[config.mk]
export PLATFORM = sky130hd
export DESIGN_NAME = ddrp_pin_ctrl
export DESIGN_NICKNAME = d
export VERILOG_FILES = /design/src/ddrp_pkg.sv /design/src/ddrp_lane_if.sv /design/src/ddrp_lane.sv /design/src/ddrp_pin_ctrl.sv
export SDC_FILE = /design/constraint.sdc
export NUM_CORES = 1
export LEC_CHECK = 0
export ABC_CLOCK_PERIOD_IN_PS = 2480
export BUFFER_PORTS_ARGS = -buffer_cell sky130_fd_sc_hd__buf_2
export CAP_MARGIN = 20
export CORE_ASPECT_RATIO = 0.7
export CORE_MARGIN = 2
export CORE_UTILIZATION = 55
export DETAILED_ROUTE_END_ITERATION = 10
export HOLD_SLACK_MARGIN = 0.15
export PLACE_DENSITY_LB_ADDON = 0.08
export SLEW_MARGIN = 10
export SYNTH_ARGS = -nofsm -noshare
export SYNTH_HDL_FRONTEND = slang
export SYNTH_SLANG_ARGS = --single-unit
[constraint.sdc]
create_clock -name sys_clk -period 2.48 [get_ports sys_clk]
set_clock_uncertainty 0.1 [all_clocks]
set_input_delay 0.248 -clock sys_clk [delete_from_list [all_inputs] [get_ports sys_clk]]
set_output_delay 0.248 -clock sys_clk [all_outputs]
set_load 0.01 [all_outputs]
[src/ddrp_pkg.sv]
// ddrp_pkg: constants, types and command coding for the DDR pin interface
// assumes a single 100 MHz core clock drives every module that imports it
package ddrp_pkg;

    // ----------------------------------------------------------------
    // clock and timing
    // ----------------------------------------------------------------
    localparam int          CLK_NS    = 10;       // core clock period
    localparam int          INIT_NS   = 200000;   // power-up hold of clock enable
    localparam int          CNT_W     = 15;
    localparam logic [1:0]  PH_LAST   = 2'h3;     // phase before command clock rise
    localparam logic [1:0]  PH_RST    = 2'h0;
    localparam int          LANES     = 8;

    // write burst steps, counted from the cycle of the command edge
    localparam logic [14:0] WR_DQS_ON = 15'h0001;
    localparam logic [14:0] WR_DQ_ON  = 15'h0003;
    localparam logic [14:0] WR_HIGH   = 15'h0004;
    localparam logic [14:0] WR_B1     = 15'h0005;
    localparam logic [14:0] WR_LAST   = 15'h0006;

    // read window
    localparam logic [14:0] RD_TMO    = 15'h003F;
    localparam int          RX_LEAD   = 3;
    localparam int          RX_TAIL   = 8;

    // ----------------------------------------------------------------
    // reset values
    // ----------------------------------------------------------------
    localparam logic [3:0]  CS_IDLE   = 4'hF;
    localparam logic [3:0]  CKE_RST   = 4'h0;
    localparam logic [3:0]  CKE_ALL   = 4'hF;
    localparam logic [2:0]  CODE_NOP  = 3'h7;

    // ----------------------------------------------------------------
    // commands and states
    // ----------------------------------------------------------------
    typedef enum logic [2:0] {
        OP_NOP = 3'h0,
        OP_ACT = 3'h1,
        OP_RD  = 3'h2,
        OP_WR  = 3'h3,
        OP_PRE = 3'h4,
        OP_REF = 3'h5,
        OP_MRS = 3'h6
    } ddrp_op_t;

    typedef enum logic [4:0] {
        ST_INIT = 5'h01,
        ST_IDLE = 5'h02,
        ST_WR   = 5'h04,
        ST_RD   = 5'h08,
        ST_SREF = 5'h10
    } ddrp_state_t;

    // {row strobe, column strobe, write enable}, all active low
    function automatic logic [2:0] ddrp_code(input ddrp_op_t op);
        unique case (op)
            OP_ACT:  ddrp_code = 3'h3;
            OP_RD:   ddrp_code = 3'h5;
            OP_WR:   ddrp_code = 3'h4;
            OP_PRE:  ddrp_code = 3'h2;
            OP_REF:  ddrp_code = 3'h1;
            OP_MRS:  ddrp_code = 3'h0;
            default: ddrp_code = CODE_NOP;
        endcase
    endfunction : ddrp_code

endpackage : ddrp_pkg

[src/ddrp_lane_if.sv]
// ddrp_lane_if: write controls and read returns between the sequencer and byte lanes
// assumes both ends run on the same core clock
`timescale 1ns/1ps
interface ddrp_lane_if;
    logic         wr_oe;
    logic         dqs_oe;
    logic         dqs_lvl;
    logic         beat1;
    logic [127:0] wr_data;
    logic [15:0]  wr_mask;
    logic         rx_gate;
    wire  [127:0] rd_data;
    wire  [7:0]   rd_done;

    modport ctl  (output wr_oe, dqs_oe, dqs_lvl, beat1, wr_data, wr_mask, rx_gate,
                  input  rd_data, rd_done);
    modport lane (input  wr_oe, dqs_oe, dqs_lvl, beat1, wr_data, wr_mask, rx_gate,
                  output rd_data, rd_done);
endinterface : ddrp_lane_if

[src/ddrp_lane.sv]
// ddrp_lane: one byte lane of data, mask and strobe pins
// assumes pins arrive asynchronously and controls come from the sequencer
`timescale 1ns/1ps
module ddrp_lane
    import ddrp_pkg::*;
#(
    parameter int IDX = 0
) (
    // clock and reset
    input  wire logic       sys_clk,
    input  wire logic       resetn,
    // sequencer side
    ddrp_lane_if.lane       lif,
    // pins
    input  wire logic [7:0] dq_in,
    output logic [7:0]      dq_out,
    output logic [7:0]      dq_oe,
    input  wire logic       dqs_in,
    output logic            dqs_out,
    output logic            dqs_oe,
    output logic            dm_out
);
    import ddrp_pkg::*;

    typedef struct packed {
        logic [7:0] dq_s1;
        logic [7:0] dq_s2;
        logic       dqs_s1;
        logic       dqs_s2;
        logic       dqs_s3;
        logic       edge_d;
        logic       rise_d;
        logic [7:0] b0;
        logic [7:0] b1;
        logic       done;
        logic [7:0] dq_o;
        logic       dq_e;
        logic       dqs_o;
        logic       dqs_e;
        logic       dm_o;
    } ddrp_lane_st_t;

    ddrp_lane_st_t s_reg;
    ddrp_lane_st_t s_next;

    // ----------------------------------------------------------------
    // next state
    // ----------------------------------------------------------------
    always_comb begin
        s_next        = s_reg;
        s_next.dq_s1  = dq_in;
        s_next.dq_s2  = s_reg.dq_s1;
        s_next.dqs_s1 = dqs_in;
        s_next.dqs_s2 = s_reg.dqs_s1;
        s_next.dqs_s3 = s_reg.dqs_s2;
        // strobes come back edge aligned; sampling one cycle after the edge
        // lands mid-eye since each beat lasts two core cycles
        s_next.edge_d = (s_reg.dqs_s2 ^ s_reg.dqs_s3) & lif.rx_gate;
        s_next.rise_d = s_reg.dqs_s2;
        s_next.done   = 1'b0;
        if (s_reg.edge_d) begin
            if (s_reg.rise_d) begin
                s_next.b0 = s_reg.dq_s2;
            end else begin
                s_next.b1   = s_reg.dq_s2;
                s_next.done = 1'b1;
            end
        end
        s_next.dq_o  = lif.beat1 ? lif.wr_data[64+IDX*8 +: 8] : lif.wr_data[IDX*8 +: 8];
        s_next.dq_e  = lif.wr_oe;
        s_next.dqs_o = lif.dqs_lvl;
        s_next.dqs_e = lif.dqs_oe;
        s_next.dm_o  = lif.wr_oe & (lif.beat1 ? lif.wr_mask[8+IDX] : lif.wr_mask[IDX]);
    end

    always_ff @(posedge sys_clk or negedge resetn) begin
        if (!resetn) begin
            s_reg <= '0;
        end else begin
            s_reg <= s_next;
        end
    end

    assign dq_out  = s_reg.dq_o;
    assign dq_oe   = {8{s_reg.dq_e}};
    assign dqs_out = s_reg.dqs_o;
    assign dqs_oe  = s_reg.dqs_e;
    assign dm_out  = s_reg.dm_o;
    assign lif.rd_data[IDX*8 +: 8]    = s_reg.b0;
    assign lif.rd_data[64+IDX*8 +: 8] = s_reg.b1;
    assign lif.rd_done[IDX]           = s_reg.done;
endmodule : ddrp_lane

[src/ddrp_pin_ctrl.sv]
// ddrp_pin_ctrl: command, clock, clock-enable and data pin sequencing for DDR memory
// assumes memory pins are asynchronous to sys_clk and user ports are on sys_clk
`timescale 1ns/1ps

// How it works
// - each command clock is a true/complement pair
// - six command clock pairs, three per module
// - four active-low row selects, change on rise
// - thirteen-bit multiplexed row/column address
// - duplicate copy of address bits 5,4,2,1
// - two-bit bank address selects internal bank
// - strobes plus row select encode each command
// - 64-bit bidirectional data bus
// - per-byte write mask, valid both strobe edges
// - write strobe centered; read strobe edge aligned
// - strobe n times data byte n
// - clock enable for init and self-refresh
// - per-row clock enable powers down idle rows
// - receive-enable loop gates read strobe capture
module ddrp_pin_ctrl
    import ddrp_pkg::*;
#(
    parameter int INIT_CYC = ddrp_pkg::INIT_NS / ddrp_pkg::CLK_NS,
    parameter int CAS_LAT  = 2
) (
    // clock and reset
    input  wire logic                 sys_clk,
    input  wire logic                 resetn,
    // command port
    input  wire logic                 cmd_valid,
    output logic                      cmd_ready,
    input  wire ddrp_pkg::ddrp_op_t   cmd_op,
    input  wire logic [1:0]           cmd_row,
    input  wire logic [1:0]           cmd_bank,
    input  wire logic [12:0]          cmd_addr,
    input  wire logic [127:0]         cmd_wdata,
    input  wire logic [15:0]          cmd_wmask,
    // power control
    input  wire logic [3:0]           idle_rows,
    input  wire logic                 suspend_req,
    output logic                      init_done,
    // read return
    output logic                      rd_valid,
    output logic [127:0]              rd_data,
    output logic                      rd_timeout,
    // memory command pins
    output logic [5:0]                mem_cmd_clock_pair_p,
    output logic [5:0]                mem_cmd_clock_pair_n,
    output logic [3:0]                mem_row_select_n,
    output logic [12:0]               mem_addr_primary,
    output logic [3:0]                mem_addr_duplicate,
    output logic [1:0]                mem_bank_addr,
    output logic                      mem_row_strobe_n,
    output logic                      mem_col_strobe_n,
    output logic                      mem_write_en_n,
    output logic [3:0]                mem_row_clk_enable,
    // memory data pins
    input  wire logic [63:0]          mem_data_lines_in,
    output logic [63:0]               mem_data_lines_out,
    output logic [63:0]               mem_data_lines_oe,
    output logic [7:0]                mem_byte_mask,
    input  wire logic [7:0]           mem_data_strobe_in,
    output logic [7:0]                mem_data_strobe_out,
    output logic [7:0]                mem_data_strobe_oe,
    // receive-enable loop
    output logic                      rx_enable_feedback_out_n,
    input  wire logic                 rx_enable_feedback_in_n
);
    import ddrp_pkg::*;

    localparam int          RX_ON  = 4 * CAS_LAT - RX_LEAD;
    localparam int          RX_OFF = 4 * CAS_LAT + RX_TAIL;
    localparam int          RX_A   = RX_ON + 2;
    localparam logic [14:0] INIT_LAST = CNT_W'(INIT_CYC - 1);

    typedef struct packed {
        ddrp_state_t  st;
        logic [1:0]   ph;
        logic         ck;
        logic         ckn;
        logic [3:0]   cs_n;
        logic [12:0]  addr;
        logic [3:0]   dup;
        logic [1:0]   ba;
        logic [2:0]   code;
        logic [3:0]   cke;
        logic [14:0]  cnt;
        logic [127:0] wdata;
        logic [15:0]  wmask;
        logic         rx_out_n;
        logic         rxi_s1;
        logic         rxi_s2;
        logic [7:0]   dmask;
        logic [127:0] rdata;
        logic         rvalid;
        logic         rtmo;
    } ddrp_main_st_t;

    ddrp_main_st_t s_reg;
    ddrp_main_st_t s_next;
    ddrp_lane_if   lif ();

    logic rising;
    logic take;
    logic [3:0] row_hot;

    assign rising    = (s_reg.ph == PH_LAST);
    assign cmd_ready = (s_reg.st == ST_IDLE) & rising & ~suspend_req;
    assign take      = cmd_valid & cmd_ready;
    assign row_hot   = 4'h1 << cmd_row;

    // ----------------------------------------------------------------
    // sequencer
    // ----------------------------------------------------------------
    always_comb begin
        s_next        = s_reg;
        s_next.ph     = s_reg.ph + 2'h1;
        s_next.ck     = ~s_next.ph[1];
        s_next.ckn    = s_next.ph[1];
        s_next.cnt    = s_reg.cnt + 15'h0001;
        s_next.rxi_s1 = rx_enable_feedback_in_n;
        s_next.rxi_s2 = s_reg.rxi_s1;
        s_next.dmask  = s_reg.dmask | lif.rd_done;
        s_next.rvalid = 1'b0;
        s_next.rtmo   = 1'b0;
        // one command per clock: pins fall back to deselect at each rise
        if (rising) begin
            s_next.cs_n = CS_IDLE;
            s_next.code = CODE_NOP;
        end
        unique case (s_reg.st)
            ST_INIT: begin
                s_next.cke = CKE_RST;
                if (rising && s_reg.cnt >= INIT_LAST) begin
                    s_next.cke = CKE_ALL;
                    s_next.st  = ST_IDLE;
                end
            end
            ST_IDLE: begin
                if (rising) begin
                    // a row being addressed is woken even if marked idle
                    s_next.cke = ~idle_rows | (take ? row_hot : 4'h0);
                    if (take) begin
                        s_next.cs_n = ~row_hot;
                        s_next.code = ddrp_code(cmd_op);
                        s_next.addr = cmd_addr;
                        s_next.dup  = {cmd_addr[5], cmd_addr[4], cmd_addr[2], cmd_addr[1]};
                        s_next.ba   = cmd_bank;
                        s_next.cnt  = '0;
                        if (cmd_op == OP_WR) begin
                            s_next.st    = ST_WR;
                            s_next.wdata = cmd_wdata;
                            s_next.wmask = cmd_wmask;
                        end else if (cmd_op == OP_RD) begin
                            s_next.st    = ST_RD;
                            s_next.dmask = 8'h00;
                        end
                    end else if (suspend_req) begin
                        // self-refresh entry: refresh to all rows with enable low
                        s_next.cs_n = ~CS_IDLE;
                        s_next.code = ddrp_code(OP_REF);
                        s_next.cke  = CKE_RST;
                        s_next.st   = ST_SREF;
                    end
                end
            end
            ST_WR: begin
                if (s_reg.cnt == WR_LAST) begin
                    s_next.st = ST_IDLE;
                end
            end
            ST_RD: begin
                s_next.rx_out_n = !(s_reg.cnt >= CNT_W'(RX_ON)
                                    && s_reg.cnt <= CNT_W'(RX_OFF));
                if (&s_next.dmask) begin
                    s_next.rvalid   = 1'b1;
                    s_next.rdata    = lif.rd_data;
                    s_next.rx_out_n = 1'b1;
                    s_next.st       = ST_IDLE;
                end else if (s_reg.cnt == RD_TMO) begin
                    s_next.rtmo     = 1'b1;
                    s_next.rx_out_n = 1'b1;
                    s_next.st       = ST_IDLE;
                end
            end
            ST_SREF: begin
                // memory needs its exit delay; the user waits before commands
                if (rising && !suspend_req) begin
                    s_next.cke = CKE_ALL;
                    s_next.st  = ST_IDLE;
                end
            end
        endcase
    end

    always_ff @(posedge sys_clk or negedge resetn) begin
        if (!resetn) begin
            s_reg          <= '0;
            s_reg.st       <= ST_INIT;
            s_reg.ph       <= PH_RST;
            s_reg.ck       <= 1'b1;
            s_reg.cs_n     <= CS_IDLE;
            s_reg.code     <= CODE_NOP;
            s_reg.cke      <= CKE_RST;
            s_reg.rx_out_n <= 1'b1;
            s_reg.rxi_s1   <= 1'b1;
            s_reg.rxi_s2   <= 1'b1;
        end else begin
            s_reg <= s_next;
        end
    end

    // ----------------------------------------------------------------
    // lane controls and pins
    // ----------------------------------------------------------------
    assign lif.wr_oe   = (s_reg.st == ST_WR) && s_reg.cnt >= WR_DQ_ON;
    assign lif.dqs_oe  = (s_reg.st == ST_WR) && s_reg.cnt >= WR_DQS_ON;
    assign lif.dqs_lvl = (s_reg.st == ST_WR) && (s_reg.cnt == WR_HIGH
                                             || s_reg.cnt == WR_HIGH + 15'h0001);
    assign lif.beat1   = s_reg.cnt >= WR_B1;
    assign lif.wr_data = s_reg.wdata;
    assign lif.wr_mask = s_reg.wmask;
    assign lif.rx_gate = ~s_reg.rxi_s2;

    genvar gi;
    generate
        for (gi = 0; gi < LANES; gi++) begin : g_lane
            ddrp_lane #(.IDX(gi)) u_lane (
                .sys_clk (sys_clk),
                .resetn  (resetn),
                .lif     (lif),
                .dq_in   (mem_data_lines_in[gi*8 +: 8]),
                .dq_out  (mem_data_lines_out[gi*8 +: 8]),
                .dq_oe   (mem_data_lines_oe[gi*8 +: 8]),
                .dqs_in  (mem_data_strobe_in[gi]),
                .dqs_out (mem_data_strobe_out[gi]),
                .dqs_oe  (mem_data_strobe_oe[gi]),
                .dm_out  (mem_byte_mask[gi])
            );
        end
    endgenerate

    assign mem_cmd_clock_pair_p     = {6{s_reg.ck}};
    assign mem_cmd_clock_pair_n     = {6{s_reg.ckn}};
    assign mem_row_select_n         = s_reg.cs_n;
    assign mem_addr_primary         = s_reg.addr;
    assign mem_addr_duplicate       = s_reg.dup;
    assign mem_bank_addr            = s_reg.ba;
    assign mem_row_strobe_n         = s_reg.code[2];
    assign mem_col_strobe_n         = s_reg.code[1];
    assign mem_write_en_n           = s_reg.code[0];
    assign mem_row_clk_enable       = s_reg.cke;
    assign rx_enable_feedback_out_n = s_reg.rx_out_n;
    assign init_done                = (s_reg.st != ST_INIT);
    assign rd_valid                 = s_reg.rvalid;
    assign rd_data                  = s_reg.rdata;
    assign rd_timeout               = s_reg.rtmo;
endmodule : ddrp_pin_ctrl

Yosys cells after proc, flatten, opt, wreduce, memory -nomap -nowiden
Index checks and enable logic that the tools add are counted.

Order comparisons: 5. Mux-type cells: 72. Bitwise gates (word level): 42. Reductions and logical operators: 32. Add/sub/neg operators: 2. Shift operators: 1. Equality and inequality tests: 24.

Operators by type and width (count): 159-bit 2-to-1 mux (2); 189-bit 2-to-1 mux (1); 144-bit 2-to-1 mux (1); 8-bit 2-to-1 mux (13); 5-bit 2-to-1 mux (10); 15-bit by 3-bit == test with 1-bit output, second input constant (3); 2-bit AND reduction (16); 1-bit 2-to-1 mux (29); 4-bit 2-to-1 mux (7); 26-bit 2-to-1 mux (1); 5-bit case mux with 5 select lines (1); 1-bit AND (19); 19-bit 2-to-1 mux (1); 3-bit case mux with 6 select lines (1); 15-bit by 1-bit adder with 15-bit output, second input constant (1); 15-bit by 6-bit == test with 1-bit output, second input constant (1); 15-bit by 1-bit greater-or-equal comparator with 1-bit output, second input constant (1); 15-bit greater-or-equal comparator, second input constant (1); 15-bit by 2-bit greater-or-equal comparator with 1-bit output, second input constant (1); 15-bit by 3-bit greater-or-equal comparator with 1-bit output, second input constant (1); 15-bit by 5-bit less-or-equal comparator with 1-bit output, second input constant (1); 4-bit case mux with 3 select lines (1); 1-bit inverter (11); 3-bit == test, second input constant (3); 30 further kinds (51).

Output and inout port bits: 327. Register bits after elaboration: 710.

Longest topological paths before layout
Gate-level depths: netlist of the first run.

Word-level depth: 10. Mapped depth: 9.

Worst setup path before layout of the first run
Ideal clock, no wire load.

Kind: register -> register. Start point: register mem_cmd_clock_pair_n[0] (netlist name). End point: register s_reg (netlist bit lif.wr_data[0]). Setup time: 0.125 ns. Period minus slack after synthesis: 2.210 ns. Path buffers: 4. Arrival time: 1.985 ns. Cell stages (with the launch flop): 10. Slack: 0.270 ns. Path through: dfrtp_1 ha_1 nor4b_4 and4b_1 buf_4 nand3_2 buf_6 buf_6 buf_6 mux2_4.

RTL lines: to (signal assigned) (RTL line ddrp_pin_ctrl.sv:209) `s_reg <= s_next;`; to (decl) (RTL line ddrp_pin_ctrl.sv:99) `ddrp_main_st_t s_reg;`.

Final worst setup path of the first run
Start point: register s_reg[337] in the netlist's numbering. End point: register s_reg (netlist bit lif.wr_data[33]).

Word-level cells in the longest chain between the ends: 5.

RTL lines: 5-bit by 2-bit == test with 1-bit output * (RTL line ddrp_pin_ctrl.sv:108, ddrp_pin_ctrl.sv:131); 1-bit AND (2 in series) (RTL line ddrp_pin_ctrl.sv:108) `assign cmd_ready = (s_reg.st == ST_IDLE) & rising & ~suspend_req;`; 1-bit AND (RTL line ddrp_pin_ctrl.sv:109) `assign take = cmd_valid & cmd_ready;`; 4-bit AND reduction (no source line) *.

Every way passes the cells marked *; elsewhere a longest branch is shown, timed or not. A chain may end at the register's enable or synchronous reset.

==> impl_results.md, run 1 <==
- Status: complete, no violations
- Unrepaired setup endpoints after global routing: no
- CP arrival: ~2.7 ns
- Share of synthesized flip-flops with an asynchronous set or reset: 1.00
- Number of gates resized after CTS: 0
- Buffer depth of the longest clock path: 3
- Number of placement rows: 68
- Synthesized Nets: 2,231
- TritonCTS buffer count: roughly 70
- Routability cong.: roughly 0.83
- Estimated wirelength of the detail-placed design: ~41,000 µm
- Total length of routed wires: around 60,000 µm
- Vias: between 15,000 and 20,000
- Area of the core: between 40,000 and 50,000 µm²
- Fraction of final layout cells sized beyond drive strength 1: 0.443
- Overall global routing resource usage: 0.235
- Number of maximum-capacitance constraint violations: 0
- Die ar.: a little over 50,000 µm²
- Setup repair bufs after CTS: 0
- Post-cts hold buffer count: ~250
- Deepest level of the CTS H-tree: 3
- Height of the chip: 191 µm
- Flop2flop setup slack: between 0.15 and 0.2 ns
- # placed instances: ~2,900
- Via count normalized by instance count: 4.92
- First-pass GRT wire length: 94,300 µm
- Class of the most critical setup path: reg -> reg
- Layout overhead on the synthesized area: 23.7%
- Worst-path fanout max: 12
- Count of nets after finishing: approximately 2,800
- Die X-Extent: 271 µm
- Clock-pin slew on the worst setup and hold paths: roughly 0.060 ns
- Worst Tran Pin Value: 0.711 ns
- Pleak: ~0.018 µW
- Number of global-route vias before repair: approximately 17,000
- Final cell count without fillers: between 3,000 and 4,000
- Worst R2R Start: s_reg[337]
- Total DRC errors in the routed layout: 0
- Post-synthesis register bit count: ~710
- Final critical path time including I/O delays and setup: ~2.3 ns
- Number of distinct standard cells referenced by the synthesized netlist: 47
- Total Neg Setup Slack: 0 ns
- Max-slew violations: 0
- Clock root buffer master: sky130_fd_sc_hd__clkbuf_16
- Source of the critical timing path: s_reg[337]
- Total congestion overflow: 0
- Number of antenna violations at the first check in global routing: 13
- Type of the tightest min-delay check: in -> reg
- Final-report hold violation count: 0
- Maximum clock frequency: between 0.4 and 0.5 GHz
- EDFF count, synth: 0
- Largest vdd supply drop: ~0.00055 V
- Data required time of the critical path: 2.84 ns
- Clock latency on the worst-skew pair: ~0.59 ns
- Final worst slack: roughly 0.17 ns
- Effective utilization at floorplan: 0.556
- Endpoint type of the worst setup path: flip-flop
- Tightest slew margin relative to the limit: 0.522
- Mean cell area of the mapped netlist: between 10 and 15 µm²
- Drt pass-1 iters: 5
- Sequential-to-total area share from yosys stat: 0.645
- Power density normalized to cell area: 856 nW/µm²
- Post-synthesis instance area: between 20,000 and 30,000 µm²
- Total Power: just under 30,000 µW
- # IOs: ~570
- Largest net degree at the start of global routing: 82
- Reg2reg path depth: 5
- CP Launch Type: flip-flop
- Final Core Density: 0.688
- Wirelength per Cell: 18.5 µm
- Initial detailed-routing violation count: just over 800
- Yosys warning total: 0
- Final period util: 0.933
- Count of final setup violators: 0
- Number of standard cells after synthesis: 1,981
- Placement-stage worst setup slack: roughly 0.19 ns
- Clock sinks: a little over 700
- Detail Route Antenna Nets: 0
- Number of port buffers: 571
- R2R Path End: lif.wr_data[33]
- Most used DFF post-synth: sky130_fd_sc_hd__dfrtp_1
- Timing endpoint of the critical path: lif.wr_data[33]
- TritonCTS clock tree: yes
## layout by cell type (no fill, tap or decap), drive strengths merged, types with 2 or more instances in the layout
master	count
buf	632
ha	5
nand3	10
nor4	4
nor2b	14
inv	15
a21oi	25
dlygate4sd3	250
clkbuf	107
nand4	3
dfrtp	693
clkinv	6
mux2	400
nor2	60
and3	6
or3	3
xnor2	13
dfstp	12
o21a	3
o22ai	5
o21ai	8
diode	7
nand4b	2
xor2	8
nor4b	2
and2	4
nand2	281
a211oi	5
nor3	5
## worst max-delay path, stage by stage (launching register included)
cell	delay, ns
sky130_fd_sc_hd__dfrtp_1	0.44
sky130_fd_sc_hd__nor4b_4	0.33
sky130_fd_sc_hd__and4b_1	0.33
sky130_fd_sc_hd__nand3_4	0.33
sky130_fd_sc_hd__buf_4	0.34
sky130_fd_sc_hd__mux2_4	0.30
## cell type report
type	instances	area [µm²]
diodes	7	17.5
clock buffers	107	2060
clock inverters	12	131
fillers	3524	15400
inverters	11	41.3
multi-input cells	880	6970
flip-flops and latches	705	17700
well taps	665	832
repair buffers	882	6160
## layer usage
metal,global-route usage,vias up,part of all wire
li1,-,7386,-
met1,0.313,8109,0.43
met2,0.373,434,0.48
met3,0.0638,134,0.058
met4,0.0878,12,0.033
met5,0,-,0.0013
## per-stage QoR
stage | hold WS [ns] | area, µm²
final | 0.193 | 33900
after CTS | 0.153 | 33900
after detailed placement | 0.139 | 29100
after floorplan | -0.148 | 27400
after global placement | 0.133 | 29100
after global routing | 0.170 | 33900
## worst min path at each step
stage	start	to	slack (ns)	depth (start not counted)
final	mem_data_lines_in[36]	g_lane[4].u_lane.s_next[38]	0.19	2
after detailed placement	resetn	g_lane[4].u_lane.s_next[37]	0.14	1
after global routing	mem_data_lines_in[15]	g_lane[1].u_lane.s_next[41]	0.17	2
after CTS	mem_data_lines_in[27]	g_lane[3].u_lane.s_next[37]	0.15	2
after global placement	resetn	g_lane[4].u_lane.s_next[37]	0.13	1
after floorplan	resetn	g_lane[0].u_lane.dm_out	-0.15	0
## report_power, final
group | switching, µW | total, µW | leakage, µW | internal (µW)
registers | 896 | 14100 | 0.00899 | 13200
clock network | 4260 | 10100 | 0.00107 | 5840
logic | 2520 | 4770 | 0.00772 | 2250
total | 7670 | 29000 | 0.0178 | 21300
## cell usage after synthesis (4+ instances only)
master	instances	share of area
sky130_fd_sc_hd__buf_6	7	0.0029
sky130_fd_sc_hd__buf_2	36	0.0066
sky130_fd_sc_hd__a21oi_1	24	0.0044
sky130_fd_sc_hd__and2_1	4	0.00091
sky130_fd_sc_hd__mux2_4	49	0.027
sky130_fd_sc_hd__xor2_1	8	0.0026
sky130_fd_sc_hd__nor3_1	5	0.00091
sky130_fd_sc_hd__clkbuf_1	22	0.0030
sky130_fd_sc_hd__o21ai_0	8	0.0015
sky130_fd_sc_hd__o22ai_1	5	0.0011
sky130_fd_sc_hd__nor2_1	60	0.0082
sky130_fd_sc_hd__nand2_1	281	0.039
sky130_fd_sc_hd__xnor2_1	13	0.0042
sky130_fd_sc_hd__buf_4	320	0.088
sky130_fd_sc_hd__ha_1	5	0.0023
sky130_fd_sc_hd__inv_1	11	0.0015
sky130_fd_sc_hd__a211oi_1	5	0.0014
sky130_fd_sc_hd__dfstp_2	12	0.012
sky130_fd_sc_hd__nand3_1	9	0.0016
sky130_fd_sc_hd__mux2_2	351	0.14
sky130_fd_sc_hd__nor2b_1	14	0.0032
sky130_fd_sc_hd__and3_1	6	0.0014
sky130_fd_sc_hd__dfrtp_1	693	0.63
## cell families (layout without fill, tap and decap cells)
group	Yosys count	count (layout)	share of synthesized area
AOI/OAI and AO/OA	55	55	0.0125
xor gates and xnor gates	21	21	0.00672
adders and majority gates	5	5	0.00228
buffers and inverters	396	1012	0.102
DFF	705	705	0.645
muxes	400	400	0.171
other	0	7	0
and+or+nand+nor	399	399	0.0609
Note: power is estimated with default switching activity, not from simulation.
==> run 2, diff against run 1 <==
Settings changed: CELL_PAD_IN_SITES_DETAIL_PLACEMENT set to 1, CELL_PAD_IN_SITES_GLOBAL_PLACEMENT set to 1, CORE_UTILIZATION 55 to 44.
==> impl_results.md, run 2 (synthesized netlist as in run 1, its figures left out) <==
- Final-report hold violation count: 0
- Effective utilization at floorplan: 0.445
- Clock sinks: roughly 700
- Tightest slew margin relative to the limit: 0.540
- Final critical path time including I/O delays and setup: 2.30 ns
- Total length of routed wires: between 60,000 and 70,000 µm
- Sequential power share: 0.472
- First-pass GRT wire length: between 100,000 and 150,000 µm
- Maximum clock frequency: between 0.4 and 0.5 GHz
- Initial detailed-routing violation count: between 600 and 700
- Die X-Extent: around 300 µm
- Multi-input gate area: 6970 µm²
- Vias: between 15,000 and 20,000
- Height of the chip: 213 µm
- Total Power: roughly 30,000 µW
- Endpoint type of the worst setup path: output port
- CP arrival: around 2 ns
- Number of port buffers: 571
- Status: complete, no violations
- Layout overhead on the synthesized area: 26.0%
- Clock root buffer master: sky130_fd_sc_hd__clkbuf_16
- # IOs: roughly 570
- Total congestion overflow: 0
- Switching fraction of total power: 0.269
- Clock power share: 0.361
- Type of the tightest min-delay check: in -> async
- Detail Route Antenna Nets: 0
- Buffer depth of the longest clock path: 3
- Clock-pin slew on the worst setup and hold paths: around 0.06 ns
- Total DRC errors in the routed layout: 0
- Reg2reg path depth: 6
- Worst R2R Start: s_reg[336]
- Fraction of final layout cells sized beyond drive strength 1: 0.449
- Max-slew violations: 0
- Unrepaired setup endpoints after global routing: no
- Total Neg Setup Slack: 0 ns
- Clock latency on the worst-skew pair: between 0.6 and 0.7 ns
- Number of gates resized after CTS: 0
- Relative contribution of combinational cells to total power: 0.167
- TritonCTS clock tree: yes
- Timing endpoint of the critical path: cmd_ready
- Area of the core: about 60,000 µm²
- Routability cong.: roughly 0.8
- Data required time of the critical path: around 2.1 ns
- Most common cell after layout, fill and taps aside: sky130_fd_sc_hd__dfrtp_1
- Via count normalized by instance count: 4.72
- Largest net degree at the start of global routing: 74
- TritonCTS buffer count: 70
- Number of antenna violations at the first check in global routing: 10
- Sequential cell area: ~18,000 µm²
- Flop2flop setup slack: 0.19 ns
- Number of placement rows: 76
- Overall global routing resource usage: 0.210
- Worst-path fanout max: 7
- Number of global-route vias before repair: around 18,000
- Deepest level of the CTS H-tree: 3
- Filler Cell Count: around 6,000
- Source of the critical timing path: s_reg[336]
- Largest vdd supply drop: around 0.00063 V
- Power density normalized to cell area: 869 nW/µm²
- Design internal power: between 20,000 and 25,000 µW
- Count of final setup violators: 0
- CP Launch Type: flip-flop
- Estimated wirelength of the detail-placed design: between 40,000 and 50,000 µm
- Maximum single-stage delay on the critical path: between 0.4 and 0.5 ns
- Leading cell types in the layout, fill and taps excluded: 693 x sky130_fd_sc_hd__dfrtp_1, 570 x sky130_fd_sc_hd__buf_2, 351 x sky130_fd_sc_hd__mux2_2
- Number of maximum-capacitance constraint violations: 0
- Class of the most critical setup path: reg -> out
- Die ar.: ~64,000 µm²
- Count of nets after finishing: approximately 2,800
- Worst Tran Pin Value: approximately 0.69 ns
- Net switching power: 8070 µW
- Drt pass-1 iters: 4
- Pleak: around 0.018 µW
- Wirelength per Cell: a little under 20 µm
- Ordered cell list for the critical path: nor4b_4 -> nand2_1 -> nor2_1 -> buf_2
- Final period util: 0.929
- Critical-path top delay cell: sky130_fd_sc_hd__dfrtp_1
[run 2: cell count changes in the layout (fill, tap and decap cells not counted), sizes merged]
cell	delta
clkbuf	-3
clkinv	+9
dlygate4sd3	+14
bufinv	+3
clkinvlp	-1
buf	+23
[run 2: what timing repair did]
action / 4_1_cts / 5_1_grt
hold buffers: 264 / 0
setup endpoints to repair: 0 / 21
endpoints found under the hold margin: 908 / 0
buffers inserted: 0 / 1
[run 2: area by class of cell]
class	instances	share of cell area
clock inverters	23	0.00797
flip-flops and latches	705	0.512
clock buffers	104	0.0603
multi-input cells	880	0.202
inverters	11	0.00120
repair buffers	919	0.187
well taps	819	0.0297
diodes	7	0.000507
[run 2: critical path, delay by kind of cell (launching register included)]
family | cells | cell delay (ns)
AND/OR/NAND/NOR | 3 | 0.75
flip-flops | 1 | 0.45
buffers and inverters | 1 | 0.15
[run 2: routing by layer]
layer  vias up  global-route usage  part of all wire
met2       350               0.351              0.50
met3       137              0.0434             0.045
met1      8425               0.271              0.42
li1       7448                   -                 -
met5         -                   0           0.00036
met4         4              0.0813             0.037
[run 2: worst min path at each step]
stage,startpoint,end,cells past startpoint
6_report,resetn,lif.wr_data[37],2
5_1_grt,mem_data_lines_in[52],g_lane[6].u_lane.s_next[38],2
4_1_cts,resetn,lif.wr_data[33],2
3_5_place_dp,resetn,g_lane[5].u_lane.lif.rd_data[46],1
3_3_place_gp,resetn,g_lane[5].u_lane.s_reg[40],1
2_1_floorplan,resetn,g_lane[0].u_lane.dm_out,0
[run 2: through the flow]
stage                util  setup slack [ns]  hold slack (ns)  cell area (µm²)  instances
detailed placement  0.479            0.0878            0.218            29500       3069
floorplan               -             0.270           -0.148            27400       1981
CTS                 0.560            0.0670            0.150            34500       3460
finish              0.561             0.175            0.168            34500       3468
global placement    0.479             0.130            0.223            29500       3069
global route        0.561            0.0497            0.164            34500       3468
[run 2: power by group through the flow]
stage	combinational, µW	sequential, µW	clock (µW)
floorplan	3460	14000	0
global placement	4570	14300	0
detailed placement	4690	14400	0
CTS	5070	14200	11100
global route	5500	14400	11600
finish	5010	14200	10800
